`config.mk`:
```
export PLATFORM = sky130hd
export DESIGN_NAME = rtp_csr_top
export DESIGN_NICKNAME = d
export VERILOG_FILES = /design/src/hw/rtp_pkg.sv /design/src/hw/rtp_csr_top.sv /design/src/hw/rtp_pin_sync.sv /design/src/hw/rtp_rc_counter.sv
export VERILOG_INCLUDE_DIRS = /design/src /design/src/hw
export SDC_FILE = /design/constraint.sdc
export NUM_CORES = 1
export LEC_CHECK = 0
export ABC_AREA = 1
export BUFFER_PORTS_ARGS = -buffer_cell sky130_fd_sc_hd__buf_4
export CAP_MARGIN = 40
export CORE_UTILIZATION = 53
export DETAILED_ROUTE_END_ITERATION = 8
export PLACE_DENSITY = 0.92
export SYNTH_ARGS = -nofsm -noshare
export SYNTH_HDL_FRONTEND = slang
export SYNTH_SLANG_ARGS = --single-unit
```
`constraint.sdc`:
```
create_clock -name mclk -period 1.8 [get_ports mclk]
set_clock_uncertainty 0.05 [all_clocks]
set_input_delay 0.36 -clock mclk [delete_from_list [all_inputs] [get_ports mclk]]
set_output_delay 0.36 -clock mclk [all_outputs]
set_load 0.03 [all_outputs]
```
`src/hw/rtp_cfg.svh`:
```
// Offsets, field positions, reset values and fixed figures of the register slice.
// Assumes inclusion by bare name from every file that needs them.
`ifndef RTP_CFG_SVH
`define RTP_CFG_SVH

`define RTP_AW 8
`define RTP_OFS_CMD 8'h88
`define RTP_OFS_PERF 8'h8c
`define RTP_OFS_PMCS 8'h90
`define RTP_OFS_ISTAT 8'h94
`define RTP_OFS_IMASK 8'h98

`define RTP_CMD_PAUSE 5
`define RTP_CMD_RTE 4
`define RTP_CMD_DRT_HI 3
`define RTP_CMD_DRT_LO 2
`define RTP_CMD_SOFT_INTERRUPT 1
`define RTP_CMD_AUTO_UNDERRUN_RECOVERY 0

`define RTP_PERF_CLK_HI 31
`define RTP_PERF_CLK_LO 16
`define RTP_PERF_DW_HI 7
`define RTP_PERF_DW_LO 0

`define RTP_PM_WAKE 15
`define RTP_PM_SCALE_HI 14
`define RTP_PM_SCALE_LO 13
`define RTP_PM_SEL_HI 12
`define RTP_PM_SEL_LO 9
`define RTP_PM_WSE 8

`define RTP_IS_WAKE 0
`define RTP_IS_SOFT 1
`define RTP_IS_W 2

`define RTP_RST_PAUSE 1'h0
`define RTP_RST_RTE 1'h0
`define RTP_RST_DRT 2'h1
`define RTP_RST_SOFT_INTERRUPT 1'h0
`define RTP_RST_AUTO_UNDERRUN_RECOVERY 1'h0
`define RTP_RST_MASK 2'h0
`define RTP_DRT_FIXED 2'h1
`define RTP_SCALE_VAL 2'h0
`define RTP_SEL_VAL 4'h0

`define RTP_RESP_OKAY 2'h0
`define RTP_RESP_SLVERR 2'h2

`endif

```
`src/hw/rtp_pkg.sv`:
```
// Types shared by the register slice, its monitor and its bench.
// Assumes nothing beyond a SystemVerilog compiler.
package rtp_pkg;

	typedef enum logic [1:0] {
		RTP_DRT_32B,
		RTP_DRT_64B,
		RTP_DRT_SAF,
		RTP_DRT_RSV
	} rtp_drain_type;

	typedef enum logic [2:0] {
		RTP_REG_NONE,
		RTP_REG_CMD,
		RTP_REG_PERF,
		RTP_REG_PMCS,
		RTP_REG_ISTAT,
		RTP_REG_IMASK
	} rtp_reg_type;

	typedef enum logic {
		RTP_RD_IDLE,
		RTP_RD_RESP
	} rtp_rd_state_type;

endpackage

```
`src/hw/rtp_csr_top.sv`:
```
// Command, performance counter and power management register slice on AXI4-Lite.
// Assumes bus-master activity strobes on mclk and an asynchronous wake pin.
// Function
// - Pause enable loads negotiated value, software-writable
// - Threshold disabled forces fixed 64-byte drain
// - Drain field: 32, 64, store-forward; reset 01
// - Underrun recovery bit enables recovery, resets 0
// - Upper counter sums read-request latency clocks
// - Low counter sums bus-master double words
// - Counter fields read-only, cleared by read
// - Performance counter at byte offset 8ch
// - Wake status set on every wake event
// - Write one clears wake status; zero ignored
// - Data scaling field always reads 00b
// - Data selection field always reads 0000b
// - PME# asserted only while wake enabled
//
// Chosen here: the AXI4-Lite register port.
`timescale 1ns/100ps
`include "rtp_cfg.svh"
module rtp_csr_top
(
	input wire logic mclk,
	input wire logic sys_rst,
	input wire logic clk_en,
	input wire logic [7:0] s_axi_awaddr,
	input wire logic s_axi_awvalid,
	output logic s_axi_awready,
	input wire logic [31:0] s_axi_wdata,
	input wire logic [3:0] s_axi_wstrb,
	input wire logic s_axi_wvalid,
	output logic s_axi_wready,
	output logic [1:0] s_axi_bresp,
	output logic s_axi_bvalid,
	input wire logic s_axi_bready,
	input wire logic [7:0] s_axi_araddr,
	input wire logic s_axi_arvalid,
	output logic s_axi_arready,
	output logic [31:0] s_axi_rdata,
	output logic [1:0] s_axi_rresp,
	output logic s_axi_rvalid,
	input wire logic s_axi_rready,
	input wire logic an_done,
	input wire logic an_pause,
	input wire logic rd_req_active,
	input wire logic dw_xfer,
	input wire logic wake_event_pin,
	input wire logic wake_signal_enable,
	output logic pause_enable,
	output logic rx_threshold_enable,
	output rtp_pkg::rtp_drain_type rx_drain_threshold,
	output rtp_pkg::rtp_drain_type rx_drain_effective,
	output logic soft_interrupt,
	output logic auto_underrun_recovery,
	output logic pme_n_o,
	output logic pme_n_oe,
	output logic irq
);
	logic aw_got_r;
	logic w_got_r;
	logic [7:0] wa_r;
	logic [31:0] wd_r;
	logic [3:0] ws_r;
	logic wr_fire;
	logic rd_fire;
	rtp_pkg::rtp_reg_type wr_sel;
	rtp_pkg::rtp_reg_type rd_sel;
	rtp_pkg::rtp_rd_state_type rd_state_r;
	logic [31:0] rd_word;
	logic perf_clr;
	logic istat_clr;
	logic [15:0] lat_count;
	logic [7:0] dw_count;
	logic wake_level;
	logic wake_rise;
	logic wake_status_r;
	logic [`RTP_IS_W-1:0] istat_r;
	logic [`RTP_IS_W-1:0] imask_r;
	logic [`RTP_IS_W-1:0] ievt;
	logic cmd_wr;
	logic pm_wr;

	function automatic rtp_pkg::rtp_reg_type decode(input logic [7:0] a);
		rtp_pkg::rtp_reg_type r;
		unique case (a)
			`RTP_OFS_CMD: r = rtp_pkg::RTP_REG_CMD;
			`RTP_OFS_PERF: r = rtp_pkg::RTP_REG_PERF;
			`RTP_OFS_PMCS: r = rtp_pkg::RTP_REG_PMCS;
			`RTP_OFS_ISTAT: r = rtp_pkg::RTP_REG_ISTAT;
			`RTP_OFS_IMASK: r = rtp_pkg::RTP_REG_IMASK;
			default: r = rtp_pkg::RTP_REG_NONE;
		endcase
		return r;
	endfunction

	// Write address and data are taken in either order and held until the response.
	assign s_axi_awready = clk_en && !aw_got_r && !s_axi_bvalid;
	assign s_axi_wready = clk_en && !w_got_r && !s_axi_bvalid;
	assign wr_fire = clk_en && aw_got_r && w_got_r && !s_axi_bvalid;
	assign wr_sel = decode(wa_r);
	assign cmd_wr = wr_fire && (wr_sel == rtp_pkg::RTP_REG_CMD) && ws_r[0];
	assign pm_wr = wr_fire && (wr_sel == rtp_pkg::RTP_REG_PMCS) && ws_r[1];

	always_ff @(posedge mclk)
	begin
		if (sys_rst)
		begin
			aw_got_r <= 1'b0;
			wa_r <= 8'h00;
		end
		else if (clk_en)
		begin
			if (s_axi_awvalid && s_axi_awready)
			begin
				aw_got_r <= 1'b1;
				wa_r <= s_axi_awaddr;
			end
			else if (wr_fire)
				aw_got_r <= 1'b0;
		end
	end

	always_ff @(posedge mclk)
	begin
		if (sys_rst)
		begin
			w_got_r <= 1'b0;
			wd_r <= 32'h00000000;
			ws_r <= 4'h0;
		end
		else if (clk_en)
		begin
			if (s_axi_wvalid && s_axi_wready)
			begin
				w_got_r <= 1'b1;
				wd_r <= s_axi_wdata;
				ws_r <= s_axi_wstrb;
			end
			else if (wr_fire)
				w_got_r <= 1'b0;
		end
	end

	always_ff @(posedge mclk)
	begin
		if (sys_rst)
		begin
			s_axi_bvalid <= 1'b0;
			s_axi_bresp <= `RTP_RESP_OKAY;
		end
		else if (clk_en)
		begin
			if (wr_fire)
			begin
				s_axi_bvalid <= 1'b1;
				s_axi_bresp <= (wr_sel == rtp_pkg::RTP_REG_NONE) ? `RTP_RESP_SLVERR : `RTP_RESP_OKAY;
			end
			else if (s_axi_bready)
				s_axi_bvalid <= 1'b0;
		end
	end

	// Command bits.
	always_ff @(posedge mclk)
	begin
		if (sys_rst)
			pause_enable <= `RTP_RST_PAUSE;
		else if (clk_en)
		begin
			if (cmd_wr)
				pause_enable <= wd_r[`RTP_CMD_PAUSE];
			else if (an_done)
				pause_enable <= an_pause;
		end
	end

	always_ff @(posedge mclk)
	begin
		if (sys_rst)
		begin
			rx_threshold_enable <= `RTP_RST_RTE;
			rx_drain_threshold <= rtp_pkg::rtp_drain_type'(`RTP_RST_DRT);
			soft_interrupt <= `RTP_RST_SOFT_INTERRUPT;
			auto_underrun_recovery <= `RTP_RST_AUTO_UNDERRUN_RECOVERY;
		end
		else if (clk_en && cmd_wr)
		begin
			rx_threshold_enable <= wd_r[`RTP_CMD_RTE];
			rx_drain_threshold <= rtp_pkg::rtp_drain_type'(wd_r[`RTP_CMD_DRT_HI:`RTP_CMD_DRT_LO]);
			soft_interrupt <= wd_r[`RTP_CMD_SOFT_INTERRUPT];
			auto_underrun_recovery <= wd_r[`RTP_CMD_AUTO_UNDERRUN_RECOVERY];
		end
	end

	// The threshold the receive path really uses.
	always_ff @(posedge mclk)
	begin
		if (sys_rst)
			rx_drain_effective <= rtp_pkg::rtp_drain_type'(`RTP_DRT_FIXED);
		else if (clk_en)
		begin
			if (rx_threshold_enable)
				rx_drain_effective <= rx_drain_threshold;
			else
				rx_drain_effective <= rtp_pkg::rtp_drain_type'(`RTP_DRT_FIXED);
		end
	end

	// Performance counters.
	rtp_rc_counter #(.W(16)) u_lat
	(
		.mclk(mclk),
		.sys_rst(sys_rst),
		.clk_en(clk_en),
		.inc(rd_req_active),
		.clr(perf_clr),
		.count(lat_count)
	);

	rtp_rc_counter #(.W(8)) u_dw
	(
		.mclk(mclk),
		.sys_rst(sys_rst),
		.clk_en(clk_en),
		.inc(dw_xfer),
		.clr(perf_clr),
		.count(dw_count)
	);

	// Wake detection and PME#.
	rtp_pin_sync u_wake
	(
		.mclk(mclk),
		.sys_rst(sys_rst),
		.clk_en(clk_en),
		.pin(wake_event_pin),
		.level(wake_level),
		.rise(wake_rise)
	);

	// A wake event in the clearing cycle keeps the bit set.
	always_ff @(posedge mclk)
	begin
		if (sys_rst)
			wake_status_r <= 1'b0;
		else if (clk_en)
		begin
			if (wake_rise)
				wake_status_r <= 1'b1;
			else if (pm_wr && wd_r[`RTP_PM_WAKE])
				wake_status_r <= 1'b0;
		end
	end

	// PME# is open drain: driven low only while status and enable are both set.
	always_ff @(posedge mclk)
	begin
		if (sys_rst)
			pme_n_oe <= 1'b0;
		else if (clk_en)
			pme_n_oe <= wake_status_r && wake_signal_enable;
	end

	assign pme_n_o = 1'b0;

	// Interrupt status, cleared by its read; a new event wins over the clear.
	assign ievt[`RTP_IS_WAKE] = wake_rise;
	assign ievt[`RTP_IS_SOFT] = cmd_wr && wd_r[`RTP_CMD_SOFT_INTERRUPT];

	always_ff @(posedge mclk)
	begin
		if (sys_rst)
			istat_r <= '0;
		else if (clk_en)
			istat_r <= (istat_clr ? '0 : istat_r) | ievt;
	end

	always_ff @(posedge mclk)
	begin
		if (sys_rst)
			imask_r <= `RTP_RST_MASK;
		else if (clk_en && wr_fire && (wr_sel == rtp_pkg::RTP_REG_IMASK) && ws_r[0])
			imask_r <= wd_r[`RTP_IS_W-1:0];
	end

	always_ff @(posedge mclk)
	begin
		if (sys_rst)
			irq <= 1'b0;
		else if (clk_en)
			irq <= |(istat_r & imask_r);
	end

	// Read channel.
	assign s_axi_arready = clk_en && (rd_state_r == rtp_pkg::RTP_RD_IDLE);
	assign rd_fire = s_axi_arvalid && s_axi_arready;
	assign rd_sel = decode(s_axi_araddr);
	assign perf_clr = rd_fire && (rd_sel == rtp_pkg::RTP_REG_PERF);
	assign istat_clr = rd_fire && (rd_sel == rtp_pkg::RTP_REG_ISTAT);

	always_comb
	begin
		rd_word = 32'h00000000;
		unique case (rd_sel)
			rtp_pkg::RTP_REG_CMD:
			begin
				rd_word[`RTP_CMD_PAUSE] = pause_enable;
				rd_word[`RTP_CMD_RTE] = rx_threshold_enable;
				rd_word[`RTP_CMD_DRT_HI:`RTP_CMD_DRT_LO] = rx_drain_threshold;
				rd_word[`RTP_CMD_SOFT_INTERRUPT] = soft_interrupt;
				rd_word[`RTP_CMD_AUTO_UNDERRUN_RECOVERY] = auto_underrun_recovery;
			end
			rtp_pkg::RTP_REG_PERF:
			begin
				rd_word[`RTP_PERF_CLK_HI:`RTP_PERF_CLK_LO] = lat_count;
				rd_word[`RTP_PERF_DW_HI:`RTP_PERF_DW_LO] = dw_count;
			end
			rtp_pkg::RTP_REG_PMCS:
			begin
				rd_word[`RTP_PM_WAKE] = wake_status_r;
				rd_word[`RTP_PM_SCALE_HI:`RTP_PM_SCALE_LO] = `RTP_SCALE_VAL;
				rd_word[`RTP_PM_SEL_HI:`RTP_PM_SEL_LO] = `RTP_SEL_VAL;
				rd_word[`RTP_PM_WSE] = wake_signal_enable;
			end
			rtp_pkg::RTP_REG_ISTAT: rd_word[`RTP_IS_W-1:0] = istat_r;
			rtp_pkg::RTP_REG_IMASK: rd_word[`RTP_IS_W-1:0] = imask_r;
			rtp_pkg::RTP_REG_NONE: rd_word = 32'h00000000;
		endcase
	end

	always_ff @(posedge mclk)
	begin
		if (sys_rst)
		begin
			rd_state_r <= rtp_pkg::RTP_RD_IDLE;
			s_axi_rdata <= 32'h00000000;
			s_axi_rresp <= `RTP_RESP_OKAY;
		end
		else if (clk_en)
		begin
			unique case (rd_state_r)
				rtp_pkg::RTP_RD_IDLE:
				begin
					if (rd_fire)
					begin
						rd_state_r <= rtp_pkg::RTP_RD_RESP;
						s_axi_rdata <= rd_word;
						s_axi_rresp <= (rd_sel == rtp_pkg::RTP_REG_NONE) ? `RTP_RESP_SLVERR : `RTP_RESP_OKAY;
					end
				end
				rtp_pkg::RTP_RD_RESP:
				begin
					if (s_axi_rready)
						rd_state_r <= rtp_pkg::RTP_RD_IDLE;
				end
			endcase
		end
	end

	assign s_axi_rvalid = (rd_state_r == rtp_pkg::RTP_RD_RESP);
endmodule

```
`src/hw/rtp_pin_sync.sv`:
```
// Three-stage synchroniser for one asynchronous pin with a rise pulse.
// Assumes a single clock mclk and a synchronous active-high reset.
`timescale 1ns/100ps
module rtp_pin_sync
(
	input wire logic mclk,
	input wire logic sys_rst,
	input wire logic clk_en,
	input wire logic pin,
	output logic level,
	output logic rise
);
	logic s1_r;
	logic s2_r;
	logic s3_r;

	always_ff @(posedge mclk)
	begin
		if (sys_rst)
		begin
			s1_r <= 1'b0;
			s2_r <= 1'b0;
			s3_r <= 1'b0;
		end
		else if (clk_en)
		begin
			s1_r <= pin;
			s2_r <= s1_r;
			s3_r <= s2_r;
		end
	end

	// A new level is accepted only once the second and third stage agree.
	always_ff @(posedge mclk)
	begin
		if (sys_rst)
		begin
			level <= 1'b0;
			rise <= 1'b0;
		end
		else if (clk_en)
		begin
			rise <= (s2_r == s3_r) && s3_r && !level;
			if (s2_r == s3_r)
				level <= s3_r;
		end
	end
endmodule

```
`src/hw/rtp_rc_counter.sv`:
```
// Saturating event counter that clears when its register is read.
// Assumes inc and clr come from logic on mclk.
`timescale 1ns/100ps
module rtp_rc_counter
#(
	parameter int W = 8
)
(
	input wire logic mclk,
	input wire logic sys_rst,
	input wire logic clk_en,
	input wire logic inc,
	input wire logic clr,
	output logic [W-1:0] count
);
	// An event in the clearing cycle is kept as the first count of the new total.
	always_ff @(posedge mclk)
	begin
		if (sys_rst)
			count <= '0;
		else if (clk_en)
		begin
			if (clr)
				count <= {{(W-1){1'b0}}, inc};
			else if (inc && !(&count))
				count <= count + {{(W-1){1'b0}}, 1'b1};
		end
	end
endmodule

```
==> results_dict.tcl <==
set metrics [dict create \
    yosys_warnings 0 \
    post-cts-setup-buffer-count 0 \
    ctsHoldBuffers 0 \
    firstDrtPassIters 7 \
    cts_buffers 9 \
    die_w_um 93.95 \
    initial_utilization_pct 54.53 \
    dp_slack_ns 0.09062 \
    crit_arrival_ns 1.27 \
    drv_slew 0 \
    area_growth_pct 21.89 \
    drv_cap 0 \
    grt_pass1_wl_um 17820 \
    htreeDepth 3 \
    fin_area_um2 5461 \
    nets 815 \
    drc 0 \
    avgSynthCellArea_um2 6.799 \
    p_leak_nw 2.424 \
    status "finished clean" \
    dpl_cell_area_um2 5248 \
    insertedDiodeCount 0 \
    finalSetupViolCount 0 \
    synth.area.top_cells "dfxtp_1 42%, nand2_1 14%, nor2_1 8.0%" \
    die_y_um 93.95 \
    utilization_pct 66.47 \
    vias_per_cell 5.309 \
    num_rows 33 \
    cts.path.max_buffers 2 \
    grt_max_degree 45 \
    core_area_um2 8217 \
    setup_slack_ns 0.1233 \
    wl_per_cell_um 12.71 \
    hp-class "in2reg" \
    synth_area_um2 4481 \
    track_usage_pct 25.69 \
    syn_inst 659 \
    dpl.cell_count 840 \
    gp_congestion 0.8896 \
    regArea_um2 1866 \
    grt_overflow_total 0 \
    cts.sinks 93 \
    fin_setup_tns_ns 0 \
    synth-seq-cells 93 \
    final.fill_count 697 \
    instances_no_fill 855 \
    multi_input_area_um2 2202 \
    cts-root-buf "clkbuf_8" \
    clk_latency_ns 0.36 \
    grt_pass1_vias 4118 \
    end_kind "output port" \
    hold_viol_final 0 \
    ant_nets 0 \
    yosysTopAreaCell "dfxtp_1" \
    hold_ws_ns 0.1681 \
    cts_tree "built" \
    seq_area_frac_synth_pct 41.55 \
    synthDistinctLibCells 35 \
    path_clk_slew_ns 0.09 \
    worstPathRequired_ns 1.39 \
    vias 4539 \
    critPathMaxFanout 3 \
    drt-total-wl_um 10870 \
    power_mw 4.126 \
    drive_above_1_share_pct 20.00 \
    period_needed_ns 1.677 \
    io_pins 118 \
    period_share_pct 93.15 \
    rsz0062_at_grt "false" \
    ir_worst_vdd_mv 0.5764 \
    worstSetupPathType "reg2out" \
    grt_antenna_before_repair 0 \
    first_iter_violations 231 \
    power_density_nw_per_um2 755.4 \
    hpwlAfterDp_um 7886 \
    die_area_um2 8826 \
    port_buffers 81 \
    start_kind "flop" \
    max_freq_ghz 0.5964 \
    yosysTopAreaCellShare_pct 41.55 \
]
[final cells by class]
class                           count  area share (%)
Inverter                           67           4.605
Sequential cell                    93           34.16
Timing Repair Buffer              103           14.85
Tap cell                          105           2.405
Clock inverter                      3          0.8247
Multi-Input combinational cell    472           40.32
Clock buffer                       12           2.841
[where the power goes]
part / internal [mW] / leakage (nW) / total [mW] / switching (mW)
registers: 2.13 / 0.759 / 2.19 / 0.0607
clock network: 0.711 / 0.0947 / 1.42 / 0.711
logic: 0.195 / 1.57 / 0.511 / 0.316
[timing repair]
item                                    4_1_cts  5_1_grt
resized for setup                             0        6
hold endpoints to repair                      0        0
endpoints found under the setup margin        0        7
[flip-flops by register name, summed over array words and instances, names as in the netlist, 2 cells and up]
| name | cells |
|---|---|
| wa_r | 8 |
| rx_drain_effective | 2 |
| ws_r | 2 |
| wd_r | 7 |
| u_dw.count | 8 |
| istat_r | 2 |
| u_lat.count | 16 |
| s_axi_rdata | 26 |
| imask_r | 2 |
| rx_drain_threshold | 2 |
[Yosys cell counts]
| library cell | n |
|---|---|
| a21oi_1 | 58 |
| a21o_1 | 1 |
| xnor2_1 | 1 |
| inv_2 | 5 |
| clkbuf_2 | 1 |
| a21oi_4 | 1 |
| a31o_2 | 1 |
| conb_1 | 1 |
| o21ai_4 | 1 |
| nor2_2 | 3 |
| buf_2 | 7 |
| inv_1 | 62 |
| xor2_1 | 2 |
| buf_1 | 1 |
| o211ai_1 | 1 |
| nand2_1 | 162 |
| nor2_4 | 3 |
| nand2_4 | 4 |
| nand3b_1 | 1 |
| o21ai_0 | 49 |
| a22oi_1 | 3 |
| clkbuf_1 | 11 |
| nor3_1 | 7 |
| nor2_1 | 95 |
| ha_1 | 3 |
| dfxtp_1 | 93 |
| nand4_1 | 11 |
| o311a_1 | 1 |
| nand3_2 | 1 |
| buf_6 | 2 |
| a211oi_1 | 2 |
| buf_4 | 13 |
| or2_2 | 4 |
| nand2_2 | 5 |
| nand3_1 | 43 |
[cell families after synthesis]
logic type,synth area share [%]
AOI/OAI and AO/OA,14.27
xor gates and xnor gates,0.5865
adders and majority gates,0.8378
buffers and inverters,10.19
DFF,41.55
other,0.08370
and+or+nand+nor,32.48
[layout by cell type, fill, tap and decap left out, types with 4 or more instances in the layout]
master    instances
nor2_4            4
inv_1            62
buf_4           100
or2_2             4
nand2_1         161
o21ai_0          49
nor2_1           94
nor3_1            7
conb_1            9
inv_2             5
a21oi_1          58
nand2_2           6
clkbuf_8         11
nand4_1          11
nand3_1          43
nand2_4           4
dfxtp_1          90
[worst max-delay path, stage by stage, from the launching register on]
cell and delay, ns:
dfxtp_1 0.34, nor2_2 0.13, inv_1 0.07, nor2_1 0.17
buf_4 0.20
[path summary, 6_finish.rpt]
kind,start,slack (ns),cells after the start,endpoint
min reg2reg,wd_r[15]$_SDFFE_PP0P_,0.41,2,wd_r[15]$_SDFFE_PP0P_
max reg2reg,s_axi_rvalid$_SDFFE_PP0P_,0.18,10,u_lat.count[0]$_SDFFE_PP0P_
min,wake_event_pin,0.17,3,u_wake.s1_r$_SDFFE_PP0P_
max,s_axi_bvalid$_SDFFE_PP0P_,0.12,4,s_axi_wready
[metal layers]
| layer | vias to the layer above | global-route usage (%) | wire [µm] |
|---|---|---|---|
| met5 | - | 0 | 0 |
| met2 | 201 | 45.01 | 5332 |
| met3 | 32 | 5.906 | 768 |
| met4 | 0 | 10.90 | 302 |
| li1 | 2265 | - | - |
| met1 | 2041 | 29.84 | 4465 |
Power figures use the tool's default switching activity.
